<file path="config.mk">
export PLATFORM = sky130hd
export DESIGN_NAME = acc_conv_ctrl
export DESIGN_NICKNAME = d
export VERILOG_FILES = /design/src/logic/acc_pkg.sv /design/src/logic/acc_step_timer.sv /design/src/logic/acc_conv_ctrl.sv
export SDC_FILE = /design/constraint.sdc
export NUM_CORES = 1
export LEC_CHECK = 0
export ABC_AREA = 1
export BUFFER_PORTS_ARGS = -buffer_cell sky130_fd_sc_hd__buf_2
export CAP_MARGIN = 20
export CORE_MARGIN = 3
export CORE_UTILIZATION = 40
export CTS_CLUSTER_SIZE = 24
export DETAILED_ROUTE_END_ITERATION = 8
export GPL_TIMING_DRIVEN = 0
export PLACE_DENSITY = 0.62
export SYNTH_ARGS = -nofsm -noshare
export SYNTH_HDL_FRONTEND = slang
export SYNTH_HIERARCHICAL = 1
export SYNTH_SLANG_ARGS = --single-unit
export TNS_END_PERCENT = 20
</file>
<file path="constraint.sdc">
create_clock -name ref_clk -period 4.15 [get_ports ref_clk]
set_input_delay 0.415 -clock ref_clk [delete_from_list [all_inputs] [get_ports ref_clk]]
set_output_delay 0.415 -clock ref_clk [all_outputs]
set_load 0.005 [all_outputs]
</file>
<file path="src/logic/acc_pkg.sv">
package acc_pkg;
    // register byte addresses (printed offsets not all multiples of four: index * 4)
    localparam logic [7:0] ACC_IDX_CTRL_ONE = 8'h0E;
    localparam logic [7:0] ACC_IDX_CTRL_TWO = 8'h0F;
    localparam logic [7:0] ACC_IDX_RESULT = 8'h20;
    localparam logic [7:0] ACC_IDX_STATUS = 8'h21;
    localparam logic [11:0] ACC_ADDR_CTRL_ONE = {2'h0, ACC_IDX_CTRL_ONE, 2'h0};
    localparam logic [11:0] ACC_ADDR_CTRL_TWO = {2'h0, ACC_IDX_CTRL_TWO, 2'h0};
    localparam logic [11:0] ACC_ADDR_RESULT = {2'h0, ACC_IDX_RESULT, 2'h0};
    localparam logic [11:0] ACC_ADDR_STATUS = {2'h0, ACC_IDX_STATUS, 2'h0};
    // control one fields
    localparam int ACC_C1_START_BIT = 7;
    localparam int ACC_C1_AIN_DIS_BIT = 4;
    localparam logic [7:0] ACC_C1_RESET = 8'h1F;
    localparam logic [7:0] ACC_C1_FIXED_MASK = 8'h60;
    localparam logic [7:0] ACC_C1_FIXED_VAL = 8'h20;
    // control two fields
    localparam int ACC_C2_LADDER_BIT = 5;
    localparam logic [7:0] ACC_C2_RESET = 8'h10;
    localparam logic [7:0] ACC_C2_FIXED_MASK = 8'h11;
    localparam logic [7:0] ACC_C2_FIXED_VAL = 8'h10;
    // status fields
    localparam int ACC_ST_DONE_BIT = 5;
    localparam int ACC_ST_BUSY_BIT = 4;
    localparam logic [7:0] ACC_RESULT_RESET = 8'h00;
    // conversion time codes and cycle counts
    localparam logic [2:0] ACC_CT_39 = 3'h0;
    localparam logic [2:0] ACC_CT_78 = 3'h2;
    localparam logic [2:0] ACC_CT_156 = 3'h3;
    localparam logic [2:0] ACC_CT_312 = 3'h4;
    localparam logic [2:0] ACC_CT_624 = 3'h5;
    localparam logic [2:0] ACC_CT_1248 = 3'h6;
    localparam logic [10:0] ACC_CYC_39 = 11'd39;
    localparam logic [10:0] ACC_CYC_78 = 11'd78;
    localparam logic [10:0] ACC_CYC_156 = 11'd156;
    localparam logic [10:0] ACC_CYC_312 = 11'd312;
    localparam logic [10:0] ACC_CYC_624 = 11'd624;
    localparam logic [10:0] ACC_CYC_1248 = 11'd1248;
    localparam int ACC_STEPS = 9;
    localparam logic [3:0] ACC_CH_LAST = 4'h7;
    typedef enum logic [2:0] {
        ACC_IDLE = 3'b001,
        ACC_SAMPLE = 3'b010,
        ACC_DECIDE = 3'b100
    } acc_state_t;
endpackage : acc_pkg

</file>
<file path="src/logic/acc_step_timer.sv">
`timescale 1ns/1ps
// divides the selected conversion time into nine step ticks
module acc_step_timer
    import acc_pkg::*;
(
    input wire logic ref_clk,
    input wire logic rstn,
    input wire logic clkEn,
    input wire logic run,
    input wire logic [2:0] timeSel,
    output logic stepTick
);
    import acc_pkg::*;

    typedef struct packed {
        logic [10:0] cnt;
        logic [3:0] step;
        logic tick;
    } acc_tmr_t;

    acc_tmr_t s_r;
    acc_tmr_t s_nxt;
    logic [10:0] total;
    logic [10:0] stepLen;
    logic [10:0] lastLen;

    always_comb begin
        case (timeSel)
            ACC_CT_78: total = ACC_CYC_78;
            ACC_CT_156: total = ACC_CYC_156;
            ACC_CT_312: total = ACC_CYC_312;
            ACC_CT_624: total = ACC_CYC_624;
            ACC_CT_1248: total = ACC_CYC_1248;
            default: total = ACC_CYC_39;
        endcase
    end

    // remainder goes to the last step so the whole adds up exactly
    assign stepLen = 11'(total / 11'(ACC_STEPS));
    assign lastLen = 11'(total - 11'(stepLen * 11'(ACC_STEPS - 1)));

    always_comb begin
        s_nxt = s_r;
        s_nxt.tick = 1'b0;
        if (!run) begin
            s_nxt.cnt = 11'h000;
            s_nxt.step = 4'h0;
        end else if (s_r.cnt + 11'h001 >= ((s_r.step == 4'(ACC_STEPS - 1)) ? lastLen : stepLen)) begin
            s_nxt.cnt = 11'h000;
            s_nxt.step = 4'(s_r.step + 4'h1);
            s_nxt.tick = 1'b1;
        end else begin
            s_nxt.cnt = 11'(s_r.cnt + 11'h001);
        end
    end

    always_ff @(posedge ref_clk) begin
        if (!rstn) begin
            s_r <= '0;
        end else if (clkEn) begin
            s_r <= s_nxt;
        end
    end

    assign stepTick = s_r.tick;
endmodule : acc_step_timer

</file>
<file path="src/logic/acc_conv_ctrl.sv">
`timescale 1ns/1ps
//
// Functional notes
// - writing start bit begins conversion of the selected channel
// - start bit clears itself once conversion begins; reads zero
// - conversion ends after the selected conversion time from the start request
// - completion stores result, sets done flag, pulses interrupt, same cycle
// - a read of the result register clears the done flag, except in the cycle a conversion completes
// - busy set at start, cleared at finish
// - busy cleared on entry to stop or slow mode
// - done flag at bit 5, read-only
// - busy flag at bit 4, read-only
// - other status bits are unstable; here read as zero
// - restart clears done flag; result kept until the new one completes
// - stop or slow entry aborts and resets both control registers
// - after low-power return the block stays idle until a new start
// - low-power entry disconnects the reference ladder
// - channel codes 0 to 7 select inputs; others reserved, reset value
// - time codes select 39,78,156,312,624,1248 cycles; 001, 111 reserved
// - ladder bit 0 connects only during conversion, 1 always
//
module acc_conv_ctrl
    import acc_pkg::*;
(
    input wire logic ref_clk,
    input wire logic rstn,
    input wire logic clkEn,
    input wire logic psel,
    input wire logic penable,
    input wire logic pwrite,
    input wire logic [11:0] paddr,
    input wire logic [31:0] pwdata,
    output logic [31:0] prdata,
    output logic pready,
    output logic pslverr,
    input wire logic lowPowerEntry,
    input wire logic compHigh,
    output logic [3:0] inputChannelSel,
    output logic analogInputDisable,
    output logic sampleHold,
    output logic [7:0] dacCode,
    output logic ladderOn,
    output logic convDoneIrq
);
    import acc_pkg::*;

    // ****************************************
    // state
    // ****************************************
    typedef struct packed {
        logic compMeta;
        logic compSync;
        logic lpMeta;
        logic lpSync;
        acc_state_t fsm;
        logic [7:0] ctrlOne;
        logic [7:0] ctrlTwo;
        logic [7:0] result;
        logic [7:0] trial;
        logic [2:0] bitIdx;
        logic done;
        logic busy;
        logic irq;
        logic sample;
        logic ladder;
        logic [31:0] rdata;
        logic ready;
        logic err;
    } acc_ctl_t;

    acc_ctl_t s_r;
    acc_ctl_t s_nxt;
    logic stepTick;
    logic run;
    logic access;
    logic xfer;
    logic wrOne;
    logic wrTwo;
    logic startReq;
    logic mapped;

    assign run = (s_r.fsm != ACC_IDLE);
    assign access = psel && penable && !s_r.ready;
    // side effects land on the edge that sees pready high, not on the wait edge
    assign xfer = psel && penable && s_r.ready;
    assign mapped = (paddr == ACC_ADDR_CTRL_ONE) || (paddr == ACC_ADDR_CTRL_TWO) ||
                    (paddr == ACC_ADDR_RESULT) || (paddr == ACC_ADDR_STATUS);
    // writes are locked out during low-power mode
    assign wrOne = xfer && pwrite && (paddr == ACC_ADDR_CTRL_ONE) && !s_r.lpSync;
    assign wrTwo = xfer && pwrite && (paddr == ACC_ADDR_CTRL_TWO) && !s_r.lpSync;
    assign startReq = wrOne && pwdata[ACC_C1_START_BIT];

    acc_step_timer u_timer (
        .ref_clk(ref_clk),
        .rstn(rstn),
        .clkEn(clkEn),
        .run(run),
        .timeSel(s_r.ctrlTwo[3:1]),
        .stepTick(stepTick)
    );

    // ****************************************
    // next state
    // ****************************************
    always_comb begin
        s_nxt = s_r;
        s_nxt.compMeta = compHigh;
        s_nxt.compSync = s_r.compMeta;
        s_nxt.lpMeta = lowPowerEntry;
        s_nxt.lpSync = s_r.lpMeta;
        s_nxt.irq = 1'b0;
        s_nxt.ready = access;
        s_nxt.err = access && !mapped;
        s_nxt.rdata = 32'h0000_0000;

        // bus writes; fixed bits forced to their required values
        if (wrOne) begin
            s_nxt.ctrlOne = (pwdata[7:0] & ~ACC_C1_FIXED_MASK) | ACC_C1_FIXED_VAL;
            s_nxt.ctrlOne[ACC_C1_START_BIT] = 1'b0;
        end
        if (wrTwo) begin
            s_nxt.ctrlTwo = (pwdata[7:0] & ~ACC_C2_FIXED_MASK) | ACC_C2_FIXED_VAL;
        end

        // bus reads
        if (access && !pwrite) begin
            case (paddr)
                ACC_ADDR_CTRL_ONE: s_nxt.rdata = {24'h000000, s_r.ctrlOne};
                ACC_ADDR_CTRL_TWO: s_nxt.rdata = {24'h000000, 2'b00, s_r.ctrlTwo[5:0]};
                ACC_ADDR_RESULT: s_nxt.rdata = {24'h000000, s_r.result};
                ACC_ADDR_STATUS: begin
                    s_nxt.rdata[ACC_ST_DONE_BIT] = s_r.done;
                    s_nxt.rdata[ACC_ST_BUSY_BIT] = s_r.busy;
                end
                default: s_nxt.rdata = 32'h0000_0000;
            endcase
        end
        if (xfer && !pwrite && (paddr == ACC_ADDR_RESULT)) begin
            s_nxt.done = 1'b0;
        end

        // sequencer
        case (s_r.fsm)
            ACC_IDLE: begin
                if (startReq) begin
                    s_nxt.fsm = ACC_SAMPLE;
                    s_nxt.busy = 1'b1;
                    s_nxt.done = 1'b0;
                    s_nxt.sample = 1'b1;
                    s_nxt.trial = 8'h80;
                    s_nxt.bitIdx = 3'h7;
                end
            end
            ACC_SAMPLE: begin
                if (stepTick) begin
                    s_nxt.fsm = ACC_DECIDE;
                    s_nxt.sample = 1'b0;
                end
            end
            ACC_DECIDE: begin
                if (stepTick) begin
                    // keep the trial bit only while the input is above the ladder
                    s_nxt.trial[s_r.bitIdx] = s_r.compSync;
                    if (s_r.bitIdx == 3'h0) begin
                        s_nxt.fsm = ACC_IDLE;
                        s_nxt.result = {s_r.trial[7:1], s_r.compSync};
                        s_nxt.done = 1'b1;
                        s_nxt.irq = 1'b1;
                        s_nxt.busy = 1'b0;
                    end else begin
                        s_nxt.bitIdx = 3'(s_r.bitIdx - 3'h1);
                        s_nxt.trial[3'(s_r.bitIdx - 3'h1)] = 1'b1;
                    end
                end
            end
            default: s_nxt.fsm = ACC_IDLE;
        endcase

        // low-power entry overrides everything, including a pending start
        if (s_r.lpSync) begin
            s_nxt.fsm = ACC_IDLE;
            s_nxt.ctrlOne = ACC_C1_RESET;
            s_nxt.ctrlTwo = ACC_C2_RESET;
            s_nxt.busy = 1'b0;
            s_nxt.done = 1'b0;
            s_nxt.irq = 1'b0;
            s_nxt.sample = 1'b0;
            s_nxt.result = ACC_RESULT_RESET;
        end

        s_nxt.ladder = !s_r.lpSync && (s_nxt.ctrlTwo[ACC_C2_LADDER_BIT] || (s_nxt.fsm != ACC_IDLE));
    end

    always_ff @(posedge ref_clk) begin
        if (!rstn) begin
            s_r <= '{fsm: ACC_IDLE, ctrlOne: ACC_C1_RESET, ctrlTwo: ACC_C2_RESET,
                     result: ACC_RESULT_RESET, rdata: 32'h0000_0000, trial: 8'h00, bitIdx: 3'h0, default: 1'b0};
        end else if (clkEn) begin
            s_r <= s_nxt;
        end
    end

    // ****************************************
    // outputs
    // ****************************************
    assign prdata = s_r.rdata;
    assign pready = s_r.ready;
    assign pslverr = s_r.err;
    assign inputChannelSel = s_r.ctrlOne[3:0];
    assign analogInputDisable = s_r.ctrlOne[ACC_C1_AIN_DIS_BIT];
    assign sampleHold = s_r.sample;
    assign dacCode = s_r.trial;
    assign ladderOn = s_r.ladder;
    assign convDoneIrq = s_r.irq;

    // ****************************************
    // checks
    // ****************************************
    property p_irq_pulse;
        @(posedge ref_clk) disable iff (!rstn)
        convDoneIrq |=> !convDoneIrq;
    endproperty
    a_irq_pulse: assert property (p_irq_pulse) else $error("irq longer than one cycle");

    property p_done_with_irq;
        @(posedge ref_clk) disable iff (!rstn)
        $rose(convDoneIrq) |-> s_r.done && !s_r.busy;
    endproperty
    a_done_with_irq: assert property (p_done_with_irq) else $error("done not set with irq");

    property p_start_busy;
        @(posedge ref_clk) disable iff (!rstn)
        (clkEn && startReq && s_r.fsm == ACC_IDLE && !s_r.lpSync) |=> s_r.busy && !s_r.done;
    endproperty
    a_start_busy: assert property (p_start_busy) else $error("start did not set busy");

    property p_start_clear;
        @(posedge ref_clk) disable iff (!rstn)
        !s_r.ctrlOne[ACC_C1_START_BIT];
    endproperty
    a_start_clear: assert property (p_start_clear) else $error("start bit reads one");

    property p_result_read;
        @(posedge ref_clk) disable iff (!rstn)
        (clkEn && xfer && !pwrite && paddr == ACC_ADDR_RESULT && !convDoneIrq && s_r.fsm != ACC_DECIDE)
            |=> !s_r.done;
    endproperty
    a_result_read: assert property (p_result_read) else $error("result read kept done");

    property p_lp_abort;
        @(posedge ref_clk) disable iff (!rstn)
        (clkEn && s_r.lpSync) |=> s_r.fsm == ACC_IDLE && !s_r.busy && !ladderOn && s_r.ctrlTwo == ACC_C2_RESET;
    endproperty
    a_lp_abort: assert property (p_lp_abort) else $error("low power did not abort");

    property p_result_hold;
        @(posedge ref_clk) disable iff (!rstn)
        (!convDoneIrq && !s_r.lpSync) |=> $stable(s_r.result) || convDoneIrq || $past(s_r.lpSync);
    endproperty
    a_result_hold: assert property (p_result_hold) else $error("result changed early");

    property p_busy_ladder;
        @(posedge ref_clk) disable iff (!rstn)
        s_r.busy && !s_r.lpSync |-> ##1 (ladderOn || s_r.lpSync || !s_r.busy);
    endproperty
    a_busy_ladder: assert property (p_busy_ladder) else $error("ladder off in conversion");
endmodule : acc_conv_ctrl

</file>
## Yosys cells after proc, flatten, opt, wreduce, memory -nomap -nowiden

Cells that the tools add are included.

- Add/subtract/negate cells: 4
- Divide/modulo/power cells: 1
- $lt $le $gt $ge: 5
- Eq/ne operators: 23
- Muxes and demuxes: 36
- Bitwise gates (word level): 1
- Reductions and logical operators: 41

Operators with widths:

| cell | count |
|---|---|
| 11-bit case mux with 5 select lines | 1 |
| 11-bit 2-to-1 mux | 3 |
| 32-bit 2-to-1 mux | 1 |
| 8-bit 2-to-1 mux | 4 |
| 27-bit 2-to-1 mux | 1 |
| 13-bit case mux with 2 select lines | 1 |
| 12-bit by 6-bit == test with 1-bit output, second input constant | 2 |
| 12-bit by 8-bit == test with 1-bit output, second input constant | 2 |
| 22-bit 2-to-1 mux | 1 |
| 1-bit logical AND | 16 |
| 15-bit 2-to-1 mux | 1 |
| 3-bit 2-to-1 mux | 5 |
| 13-bit 2-to-1 mux | 1 |
| 3-bit == test, second input constant | 4 |
| 4-bit case mux with 3 select lines | 1 |
| 4-bit AND reduction | 3 |
| 2-bit nonzero test | 6 |
| 11-bit by 1-bit adder with 11-bit output, second input constant | 1 |
| 11-bit by 4-bit divider with 11-bit output, second input constant | 1 |
| 11-bit greater-or-equal comparator | 1 |
| 11-bit subtractor | 1 |
| 5-bit AND reduction | 2 |
| 3-bit by 2-bit == test with 1-bit output, second input constant | 3 |
| 3-bit case mux with 3 select lines | 1 |
| other kinds (25) | 48 |

- Bits in registers: 95
- Bits of input ports: 52
- Output and inout bits: 50
- Logic and storage cells: 133

## Depth between registers and ports, before layout

Gate-level depths: netlist of run 1.

- Depth after elaboration: 13
- Gate-level depth with buffers: 25
- Mapped depth without buffers: 25

## Modules after synthesis

The synthesis of run 1 kept the hierarchy.

By module, submodules not included:

| module | instances | cells each | area each (um2) | sequential area each (um2) |
|---|---|---|---|---|
| acc_conv_ctrl | 1 | 448 | 3088.0 | 1041.0 |
| acc_step_timer | 1 | 254 | 1619.1 | 320.3 |

## Worst setup path before layout of run 1

No wires, ideal clock.

- Kind: register to register
- Start: reg s_r[59] (netlist name)
- End: reg u_timer/s_r[11] (netlist name)
- Setup time: 0.069 ns
- Data arrival time: 3.089 ns
- Data required time: 4.081 ns
- Setup slack: 0.992 ns
- Cell stages (with the launch flop): 24
- Buffers on the path: 0
- Clock period less this slack: 3.158 ns
- Cells stage by stage: dfxtp_1 nor2_2 nand2_2 nand2_1 nor3_2 inv_1 ha_1 a21oi_2 ha_1 inv_1 fa_1 xnor2_1 nand2_1 o21ai_0 ha_1 nand2_1 inv_1 nand2_1 nand2_1 a21oi_2 nand4_2 inv_2 nand2_1 a21oi_2

- Longest elaborated chain between the ends: 8
- Elaborated cells on any way between the ends: 12
- Those cells by class: 1 x add/sub; 1 x div; 1 x order compare; 5 x eq/ne; 4 x mux

Ends and longest elaborated chain:

| item | RTL line | text |
|---|---|---|
| from (decl) | acc_conv_ctrl.sv:71 | `acc_ctl_t s_r;` |
| from (signal assigned) | acc_conv_ctrl.sv:196 | `s_r <= '{fsm: ACC_IDLE, ctrlOne: ACC_C1_RESET, ctrlTwo: ACC_C2_RESET,` |
| from (signal assigned) | acc_conv_ctrl.sv:199 | `s_r <= s_nxt;` |
| 3-bit == test / 3-bit by 2-bit == test with 1-bit output (equally long branches) | acc_step_timer.sv:28 | `case (timeSel)` |
| 11-bit case mux with 5 select lines (*) | acc_step_timer.sv:28 |  |
| 11-bit by 4-bit divider with 11-bit output | acc_step_timer.sv:39 | `assign stepLen = 11'(total / 11'(ACC_STEPS));` |
| 11-bit subtractor | acc_step_timer.sv:40 | `assign lastLen = 11'(total - 11'(stepLen * 11'(ACC_STEPS - 1)));` |
| 11-bit 2-to-1 mux (*) | acc_step_timer.sv:48 | `end else if (s_r.cnt + 11'h001 >= ((s_r.step == 4'(ACC_STEPS - 1)) ? lastLen : stepLen)) begin` |
| 11-bit greater-or-equal comparator (*) | acc_step_timer.sv:48 |  |
| 11-bit 2-to-1 mux (*) | acc_step_timer.sv:48 |  |
| 15-bit 2-to-1 mux (*) | acc_step_timer.sv:45 | `if (!run) begin` |
| to (signal assigned) | acc_step_timer.sv:61 | `s_r <= s_nxt;` |
| to (decl) | acc_step_timer.sv:21 | `acc_tmr_t s_r;` |

Every way passes the cells marked *; elsewhere a longest branch is shown, timed or not.
A chain may end at the register's enable or synchronous reset.

## Worst setup path after layout of run 1

- Start: reg s_r[59] (netlist name)
- End: reg u_timer/s_r[15] (netlist name)

The elaborated chain is that of the path after synthesis.

==> results.json, run 1 <==
{
  "outcome": "finished, final reports clean",
  "ctsResizeCount": 0,
  "gr-max-usage-layer": "met2",
  "n_fill_cell": 1143,
  "die_h_um": 114,
  "p_leak_nw": 2.61,
  "routedWlPerCell_um": 13.2,
  "wl_um": 12300,
  "worstSetupPathType": "flop to flop",
  "post-route-drc-count": 0,
  "cts_tree": "yes",
  "avgSynthCellArea_sq_um": 6.71,
  "antennaDiodeCount": 0,
  "hold_buffers": 0,
  "slew_headroom_pct": 52.8,
  "finalHoldViolCount": 0,
  "cp.depth": 21,
  "seq_area_frac_synth_pct": 28.9,
  "cpMostUsedCell": "nand2_1",
  "routed-via-count": 4669,
  "clock_latency_ns": 0.34,
  "rsz0062_at_grt": "false",
  "cts_root_buffer": "clkbuf_16",
  "design.core.area_sq_mm": 0.0112,
  "crit_buf_inv": 3,
  "hold_class": "input port to flop",
  "end_kind": "flop",
  "stdcell_count": 933,
  "fin_total_pwr_mw": 1.64,
  "max_clock_freq_mhz": 269,
  "syn_area_sq_mm": 0.00471,
  "crit_chain": "nor2_2 -> nand2_2 -> nand2_1 -> nor3_2 -> inv_1 -> ha_1 -> a21oi_2 -> ha_1 -> inv_1 -> fa_1 -> o21ai_0 -> ha_1 -> nand2_1 -> nand2_1 -> nand2_1 -> nand2_1 -> a21oi_2 -> nand4_2 -> inv_2 -> nand2_1 -> a21oi_2",
  "layout_commonest_cell": "nand2_1",
  "switchingPower_mw": 0.440,
  "htreeDepth": 3,
  "grtUsageMet2_pct": 31.7,
  "cts_setup_buffers": 0,
  "grt_pass1_vias": 4464,
  "path_clk_slew_ns": 0.06,
  "intPower_mw": 1.20,
  "drt_first_pass_iters": 5,
  "numCtsBuffers": 9,
  "crit_path_start_kind": "flop",
  "worst_r2r_path_depth": 21,
  "avgViaCountPerCell": 5.00,
  "die_w_um": 114,
  "portBuffers": 52,
  "antenna_found_initial": 0,
  "place.gp.congestion": 0.884,
  "grt_usage_pct": 19.0,
  "yosysUniqueCellTypes": 46,
  "pin_count": 102,
  "ir_drop_mv": 0.175,
  "post-route-min-period_ns": 3.71,
  "first_iter_violations": 263,
  "ys_warn_count": 6,
  "fin_crit_sh_pct": 89.4,
  "drv_slew": 0,
  "dpl-instance-area_sq_mm": 0.00523,
  "syn_to_final_growth_pct": 17.3,
  "max_cap_violations": 0,
  "fin_setup_tns_ns": 0,
  "layout_common_cells": "nand2_1, dfxtp_1, inv_1",
  "syn_inst": 702,
  "p_clk_share_pct": 46.5,
  "core.rowCount": 38,
  "worstPathRequired_ns": 4.42,
  "grt_max_degree": 13,
  "power_frac_seq_pct": 41.4,
  "use_met3_pct": 3.22,
  "cpMaxStageDelayCell": "fa_1",
  "async_reset_ff_share_pct": 0,
  "regToRegSetupSlack_ns": 0.44,
  "cp_max_fo": 10,
  "clock_sink_count": 68,
  "tightest_slew_ns": 0.708,
  "ant_nets": 0,
  "grt_pass1_wl_um": 20300,
  "multi_input_area_sq_mm": 0.00273,
  "ff_latch_area_sq_mm": 0.00136,
  "holdWs_ns": 0.306,
  "synth_edf_count": 0,
  "start_util_pct": 42.1,
  "hpwl_um": 9570,
  "synth-seq-cells": 68,
  "num-nets-final": 862,
  "finClkSkew_ns": 0.00632,
  "holdPathStages": 3,
  "crit_family": "adder cells",
  "power_density_mw_per_mm2": 297,
  "dp.cells": 917,
  "drive_above_1_share_pct": 22.2,
  "critPathMaxStageDelay_ns": 0.46,
  "use_met1_pct": 24.8,
  "die_area_sq_mm": 0.0131,
  "setup_viol": 0,
  "postLayoutCellArea_sq_mm": 0.00552,
  "sw_frac_of_total_pct": 26.9,
  "cp.arrival_ns": 3.98,
  "synth_ff_type": "dfxtp_1",
  "clockBufferDepth": 2,
  "grt_overflow_total": 0,
  "combPwrFrac_pct": 12.1
}
## path summary, 6_finish.rpt
check / from / to
max: s_r[59]$_SDFFE_PN0P_ / u_timer/s_r[15]$_SDFFE_PN0P_
min: pwdata[0] / inputChannelSel[0]$_SDFFE_PN1P_
max reg2reg: s_r[59]$_SDFFE_PN0P_ / u_timer/s_r[15]$_SDFFE_PN0P_
min reg2reg: ladderOn$_SDFFE_PN0P_ / ladderOn$_SDFFE_PN0P_
## worst reg2reg max path: stages, from the launching register on
cell	delay, ns
dfxtp_1	0.45
nor2_2	0.10
nand2_2	0.11
nand2_1	0.09
nor3_2	0.16
inv_1	0.09
ha_1	0.22
a21oi_2	0.15
ha_1	0.21
inv_1	0.06
fa_1	0.46
o21ai_0	0.26
ha_1	0.32
nand2_1	0.08
nand2_1	0.05
nand2_1	0.05
nand2_1	0.06
a21oi_2	0.20
nand4_2	0.12
inv_2	0.19
nand2_1	0.11
a21oi_2	0.13
## per-layer routing
| layer | routed length [um] | vias up |
|---|---|---|
| met3 | 573 | 13 |
| li1 | - | 2401 |
| met1 | 5830 | 2139 |
| met2 | 5780 | 116 |
| met5 | 0 | - |
| met4 | 161 | 0 |
## logic make-up after synthesis
logic type      count (synthesis)  synth area share (%)
xor+xnor                        6                  1.12
other cells                     2                 0.160
compound gates                113                  13.7
simple gates                  348                  34.3
buf+inv                       139                  14.9
mux                             4                 0.851
flops                          68                  28.9
fa+ha+maj                      22                  6.01
## Yosys cell counts (5+ instances only)
cell	count	area (sq um)
nor3_2	5	50.1
a21oi_1	60	300
nand2_2	8	50.1
nor2_2	9	56.3
nor3_1	14	70.1
ha_1	21	263
nand2_1	185	694
a21oi_2	6	52.6
nand4_1	18	113
nor2_1	49	184
inv_1	65	244
o21ai_0	26	130
inv_2	14	52.6
clkbuf_1	10	37.5
nand3_1	42	210
o22ai_1	5	31.3
dfxtp_1	68	1360
nor2_4	5	56.3
buf_4	46	345
## stage by stage
| step | worst slack (ns) | utilization (%) |
|---|---|---|
| finish | 0.438 | 49.4 |
| global route | 0.152 | 49.4 |
| CTS | 0.453 | 49.4 |
| detailed placement | 0.491 | 46.8 |
| global placement | 0.600 | 46.8 |
| floorplan | 0.992 | - |
## registers in the layout, summed over array words and instances, names as in the netlist, 2 cells and up
signal,cells
s_r,24
u_timer/s_r,15
dacCode,8
prdata,8
inputChannelSel,4
s_nxt,2
## final cells by class
type / count / share of cell area [%]
multi-input cells: 518 / 49.5
flip-flops and latches: 68 / 24.7
plain buffers: 58 / 7.12
inverters: 81 / 5.57
repair buffers: 52 / 4.71
clock buffers: 10 / 4.15
well taps: 140 / 3.17
clock inverters: 6 / 1.16
## power groups by stage
| stage | logic (mW) | clock network, mW | registers [mW] |
|---|---|---|---|
| 4_1_cts | 0.196 | 0.781 | 0.679 |
| 6_report | 0.198 | 0.761 | 0.679 |
| 3_5_place_dp | 0.195 | 0 | 0.693 |
| 2_1_floorplan | 0.141 | 0 | 0.689 |
| 3_3_place_gp | 0.192 | 0 | 0.692 |
| 5_1_grt | 0.225 | 0.799 | 0.680 |
Note: power is estimated with default switching activity, not from simulation.
==> run 2: changes to the inputs <==
--- a/config.mk
+++ b/config.mk
@@ -6,14 +6,14 @@
 export NUM_CORES = 1
 export LEC_CHECK = 0
 export ABC_AREA = 1
-export BUFFER_PORTS_ARGS = -buffer_cell sky130_fd_sc_hd__buf_2
 export CAP_MARGIN = 20
 export CORE_MARGIN = 3
 export CORE_UTILIZATION = 40
 export CTS_CLUSTER_SIZE = 24
 export DETAILED_ROUTE_END_ITERATION = 8
+export DONT_BUFFER_PORTS = 1
 export GPL_TIMING_DRIVEN = 0
-export PLACE_DENSITY = 0.62
+export PLACE_DENSITY = 0.54
 export SYNTH_ARGS = -nofsm -noshare
 export SYNTH_HDL_FRONTEND = slang
 export SYNTH_HIERARCHICAL = 1
==> run 2 against run 1 <==
Non-clock buffer count decreased by 52. Final area decreased by 4.4%. Setup slack improved by 0.077 ns. First-iteration DRC count unchanged. Via count decreased by 5.2%. Critical path type unchanged. Largest cell class unchanged. Largest power group unchanged. Highest routed layer unchanged.
==> results.json, run 2 (synthesis gave the netlist of run 1 again) <==
{
  "fin_crit_sh_pct": 87.6,
  "dpl-instance-area_sq_mm": 0.00497,
  "ant_nets": 0,
  "worstHoldStart": "rstn",
  "ir_drop_mv": 0.252,
  "clockBufferDepth": 2,
  "num-nets-final": 810,
  "grt_pass1_wl_um": 19800,
  "top_register": "s_r",
  "reg.largest.list": "s_r x24, u_timer/s_r x15",
  "crit_chain": "inv_2 -> nor3_1 -> nor3_2 -> inv_1 -> ha_1 -> a21oi_2 -> ha_1 -> inv_1 -> fa_1 -> o21ai_0 -> ha_1 -> nand2_1 -> nand2_1 -> nand2_1 -> nand2_1 -> a21oi_2 -> nand4_2 -> inv_2 -> nand2_1 -> a21oi_2",
  "crit_family": "adder cells",
  "ctsResizeCount": 0,
  "max_clock_freq_mhz": 275,
  "p_leak_nw": 2.39,
  "routedWlPerCell_um": 13.7,
  "antenna_found_initial": 0,
  "clock_sink_count": 68,
  "grt_pass1_vias": 4026,
  "combPwrFrac_pct": 10.7,
  "rsz0062_at_grt": "false",
  "drv_slew": 0,
  "cpMostUsedCell": "nand2_1",
  "cts_setup_buffers": 0,
  "core.rowCount": 38,
  "end_kind": "flop",
  "pin_count": 102,
  "cp.arrival_ns": 3.90,
  "grt_usage_pct": 18.9,
  "hpwl_um": 9350,
  "cts_root_buffer": "clkbuf_16",
  "post-route-min-period_ns": 3.64,
  "grt_overflow_total": 0,
  "setup_viol": 0,
  "antennaDiodeCount": 0,
  "utilization_pct": 47.2,
  "htreeDepth": 3,
  "place.gp.congestion": 0.880,
  "n_fill_cell": 1167,
  "critPathMaxStageDelay_ns": 0.49,
  "drive_above_1_share_pct": 16.9,
  "crit_buf_inv": 4,
  "avgViaCountPerCell": 5.02,
  "tightest_slew_ns": 0.656,
  "sw_frac_of_total_pct": 27.2,
  "switchingPower_mw": 0.447,
  "finClkSkew_ns": 0.0113,
  "die_w_um": 114,
  "layout_commonest_cell": "nand2_1",
  "grt_max_degree": 15,
  "start_util_pct": 42.1,
  "largest_register_ffs": 24,
  "first_iter_violations": 263,
  "die_area_sq_mm": 0.0131,
  "routed-via-count": 4427,
  "worstPathRequired_ns": 4.41,
  "path_clk_slew_ns": 0.06,
  "intPower_mw": 1.20,
  "worstSetupPathType": "flop to flop",
  "numCtsBuffers": 9,
  "portBuffers": 0,
  "cp_max_fo": 10,
  "design.core.area_sq_mm": 0.0112,
  "layout_common_cells": "nand2_1, dfxtp_1, inv_1",
  "crit_path_start_kind": "flop",
  "cts_tree": "yes",
  "wl_um": 12000,
  "post-route-drc-count": 0,
  "slew_headroom_pct": 56.3,
  "finalHoldViolCount": 0,
  "cpMaxStageDelayCell": "dfxtp_1",
  "critPathLaunch": "s_r[61]$_SDFFE_PN0P_",
  "syn_to_final_growth_pct": 12.1,
  "postLayoutCellArea_sq_mm": 0.00528,
  "hold_buffers": 0,
  "power_density_mw_per_mm2": 312,
  "r2r-start": "s_r[61]$_SDFFE_PN0P_",
  "fin_setup_tns_ns": 0,
  "clock_latency_ns": 0.34,
  "max_cap_violations": 0,
  "power_frac_seq_pct": 41.4,
  "p_clk_share_pct": 47.9,
  "die_h_um": 114,
  "hold_class": "input port to flop",
  "drt_first_pass_iters": 5,
  "outcome": "finished, final reports clean"
}
run 2: cell count changes in the layout (fill, tap and decap cells not counted), sizes merged:
cell and change:
clkinv -1, inv +2, buf -52, clkbuf -1
run 2: power by group through the flow:
stage / clock (mW) / sequential (mW) / combinational [mW]
after floorplan: 0 / 0.689 / 0.141
after global placement: 0 / 0.694 / 0.174
after detailed placement: 0 / 0.694 / 0.175
after CTS: 0.808 / 0.680 / 0.176
after global routing: 0.845 / 0.682 / 0.201
final: 0.787 / 0.680 / 0.176
run 2: layout make-up:
class,count,area (sq um),share of cell area (%)
multi-input cells,518,2730,51.8
flip-flops and latches,68,1360,25.8
plain buffers,58,393,7.45
inverters,81,308,5.83
clock buffers,9,225,4.27
well taps,140,175,3.32
clock inverters,7,82.6,1.57
run 2: worst paths after layout:
kind,endpoint,slack [ns],cells past startpoint
hold / removal,u_timer/s_r[1]$_SDFFE_PN0P_,0.21,2
hold reg to reg,s_r[62]$_SDFFE_PN1P_,0.47,2
setup reg to reg,u_timer/s_r[15]$_SDFFE_PN0P_,0.51,20
setup / recovery,u_timer/s_r[15]$_SDFFE_PN0P_,0.51,20
run 2: stage by stage:
| step | hold slack [ns] | instances | worst slack, ns | power (mW) |
|---|---|---|---|---|
| 3_3_place_gp | 0.443 | 865 | 0.557 | 0.868 |
| 5_1_grt | 0.199 | 881 | 0.180 | 1.73 |
| 6_report | 0.206 | 881 | 0.515 | 1.64 |
| 3_5_place_dp | 0.444 | 865 | 0.517 | 0.870 |
| 4_1_cts | 0.192 | 881 | 0.494 | 1.66 |
| 2_1_floorplan | 0.421 | 725 | 0.992 | 0.830 |
run 2: metal layers:
metal | track usage, % | vias up | part of all wire, %
met2 | 30.0 | 92 | 47
met4 | 4.59 | 0 | 1.3
li1 | - | 2293 | -
met1 | 25.6 | 2030 | 48
met3 | 4.60 | 12 | 4.2
met5 | 0 | - | 0
==> run 3: changes to the inputs <==
--- a/config.mk
+++ b/config.mk
@@ -7,13 +7,15 @@
 export LEC_CHECK = 0
 export ABC_AREA = 1
 export CAP_MARGIN = 20
+export CELL_PAD_IN_SITES_DETAIL_PLACEMENT = 0
+export CELL_PAD_IN_SITES_GLOBAL_PLACEMENT = 2
 export CORE_MARGIN = 3
-export CORE_UTILIZATION = 40
+export CORE_UTILIZATION = 35
 export CTS_CLUSTER_SIZE = 24
 export DETAILED_ROUTE_END_ITERATION = 8
 export DONT_BUFFER_PORTS = 1
 export GPL_TIMING_DRIVEN = 0
-export PLACE_DENSITY = 0.54
+export PLACE_DENSITY = 0.81
 export SYNTH_ARGS = -nofsm -noshare
 export SYNTH_HDL_FRONTEND = slang
 export SYNTH_HIERARCHICAL = 1
==> run 3 against run 2 <==
Combinational power is essentially flat. Critical path depth rose by 3. Hold slack better by 0.0027 ns. Clock skew is 0.0026 ns lower.
==> results.json, run 3 (synthesis gave the netlist of run 1 again) <==
{
  "outcome": "finished, final reports clean",
  "reg.largest.list": "s_r x24, u_timer/s_r x15",
  "p_leak_nw": 2.38,
  "hold_class": "input port to flop",
  "largest_register_ffs": 24,
  "grt_pass1_wl_um": 20900,
  "clockBufferDepth": 2,
  "tightest_slew_ns": 0.686,
  "pin_count": 102,
  "fin_setup_tns_ns": 0,
  "worstSetupPathType": "flop to flop",
  "routed-via-count": 4437,
  "grt_pass1_vias": 4088,
  "cts_setup_buffers": 0,
  "ctsResizeCount": 0,
  "cp.arrival_ns": 4.01,
  "grt_max_degree": 14,
  "post-route-drc-count": 0,
  "antenna_found_initial": 0,
  "crit_path_start_kind": "flop",
  "grt_usage_pct": 17.7,
  "path_clk_slew_ns": 0.06,
  "ir_drop_mv": 0.198,
  "fin_crit_sh_pct": 90.2,
  "cts_root_buffer": "clkbuf_16",
  "antennaDiodeCount": 0,
  "layout_common_cells": "nand2_1, dfxtp_1, inv_1",
  "end_kind": "flop",
  "drive_above_1_share_pct": 16.9,
  "avgViaCountPerCell": 4.86,
  "critPathMaxStageDelay_ns": 0.46,
  "hpwl_um": 10000,
  "wl_um": 12900,
  "first_iter_violations": 323,
  "clock_sink_count": 68,
  "drv_slew": 0,
  "cpMostUsedCell": "nand2_1",
  "layout_commonest_cell": "nand2_1",
  "design.core.area_sq_mm": 0.0129,
  "num-nets-final": 810,
  "htreeDepth": 3,
  "die_h_um": 122,
  "syn_to_final_growth_pct": 12.3,
  "top_register": "s_r",
  "max_clock_freq_mhz": 267,
  "drt_first_pass_iters": 5,
  "stdcell_count": 913,
  "slew_headroom_pct": 54.3,
  "dp.cells": 897,
  "ant_nets": 0,
  "core.rowCount": 41,
  "portBuffers": 0,
  "setup_viol": 0,
  "critPathLaunch": "s_r[59]$_SDFFE_PN0P_",
  "cp_max_fo": 10,
  "worstHoldStart": "rstn",
  "post-route-min-period_ns": 3.74,
  "power_density_mw_per_mm2": 299,
  "max_cap_violations": 0,
  "grt_overflow_total": 0,
  "cpMaxStageDelayCell": "dfxtp_1",
  "hold_buffers": 0,
  "start_util_pct": 36.6,
  "crit_chain": "nor2_2 -> nand2_2 -> nand2_1 -> nor3_2 -> inv_1 -> ha_1 -> a21oi_2 -> ha_1 -> inv_1 -> fa_1 -> xnor2_1 -> nand2_1 -> o21ai_0 -> ha_1 -> nand2_1 -> inv_1 -> nand2_1 -> nand2_1 -> a21oi_2 -> nand4_2 -> inv_2 -> nand2_1 -> a21oi_2",
  "routedWlPerCell_um": 14.1,
  "r2r-start": "s_r[59]$_SDFFE_PN0P_",
  "finalHoldViolCount": 0,
  "n_fill_cell": 1411,
  "place.gp.congestion": 0.846,
  "clock_latency_ns": 0.34,
  "die_area_sq_mm": 0.0149,
  "rsz0062_at_grt": "false",
  "die_w_um": 122,
  "finClkSkew_ns": 0.00868,
  "cts_tree": "yes",
  "worstPathRequired_ns": 4.42,
  "numCtsBuffers": 9
}
## run 3: changes by cell type in the layout (fill, tap and decap cells not counted)
cell	delta
inv_6	-1
bufinv_16	-1
clkinv_2	+2
inv_8	-1
clkinv_4	+1
## run 3: routing by layer
layer | track usage, % | wire [um] | part of all wire [%] | vias up
met5 | 0 | 0 | 0 | -
met4 | 5.67 | 149 | 1.2 | 0
met3 | 3.11 | 577 | 4.5 | 11
met2 | 27.3 | 5730 | 44 | 76
met1 | 25.1 | 6460 | 50 | 2059
li1 | - | - | - | 2291
## run 3: layout make-up
type                            instances  area [sq um]  share of cell area (%)
Clock inverter                          7          51.3                   0.971
Tap cell                              172           215                    4.07
Multi-Input combinational cell        518          2730                    51.7
Sequential cell                        68          1360                    25.8
Inverter                               81           308                    5.82
Buffer                                 58           393                    7.43
Clock buffer                            9           225                    4.26
## run 3: final timing paths
| kind | to | slack, ns | cells past startpoint |
|---|---|---|---|
| hold / removal | u_timer/s_r[1]$_SDFFE_PN0P_ | 0.21 | 2 |
| setup reg to reg | u_timer/s_r[15]$_SDFFE_PN0P_ | 0.41 | 23 |
| setup / recovery | u_timer/s_r[15]$_SDFFE_PN0P_ | 0.41 | 23 |
| hold reg to reg | prdata[3]$_SDFFE_PN0P_ | 0.47 | 2 |
## run 3: power breakdown
| group | total (mW) | switching [mW] | internal [mW] | leakage, nW |
|---|---|---|---|---|
| clock network | 0.721 | 0.315 | 0.406 | 0.132 |
| registers | 0.680 | 0.0151 | 0.665 | 0.551 |
| logic | 0.179 | 0.121 | 0.0578 | 1.69 |
## run 3: worst max-delay path: cells and delay by family (launching register included)
| kind | cells | cell delay (ns) |
|---|---|---|
| AOI/OAI and AO/OA | 4 | 0.56 |
| DFF | 1 | 0.46 |
| buffers and inverters | 4 | 0.41 |
| and+or+nand+nor | 10 | 0.95 |
| adders and majority gates | 4 | 1.10 |
| xor gates and xnor gates | 1 | 0.20 |
## run 3: metrics by stage
step / power (mW) / cell area [sq um] / utilization (%) / setup slack [ns] / hold WS (ns)
4_1_cts: 1.60 / 5290 / 41.0 / 0.397 / 0.193
3_3_place_gp: 0.872 / 5010 / 38.9 / 0.517 / 0.447
5_1_grt: 1.65 / 5290 / 41.0 / 0.0116 / 0.202
6_report: 1.58 / 5290 / 41.0 / 0.407 / 0.209
3_5_place_dp: 0.873 / 5010 / 38.9 / 0.435 / 0.447
2_1_floorplan: 0.830 / 4790 / - / 0.992 / 0.421
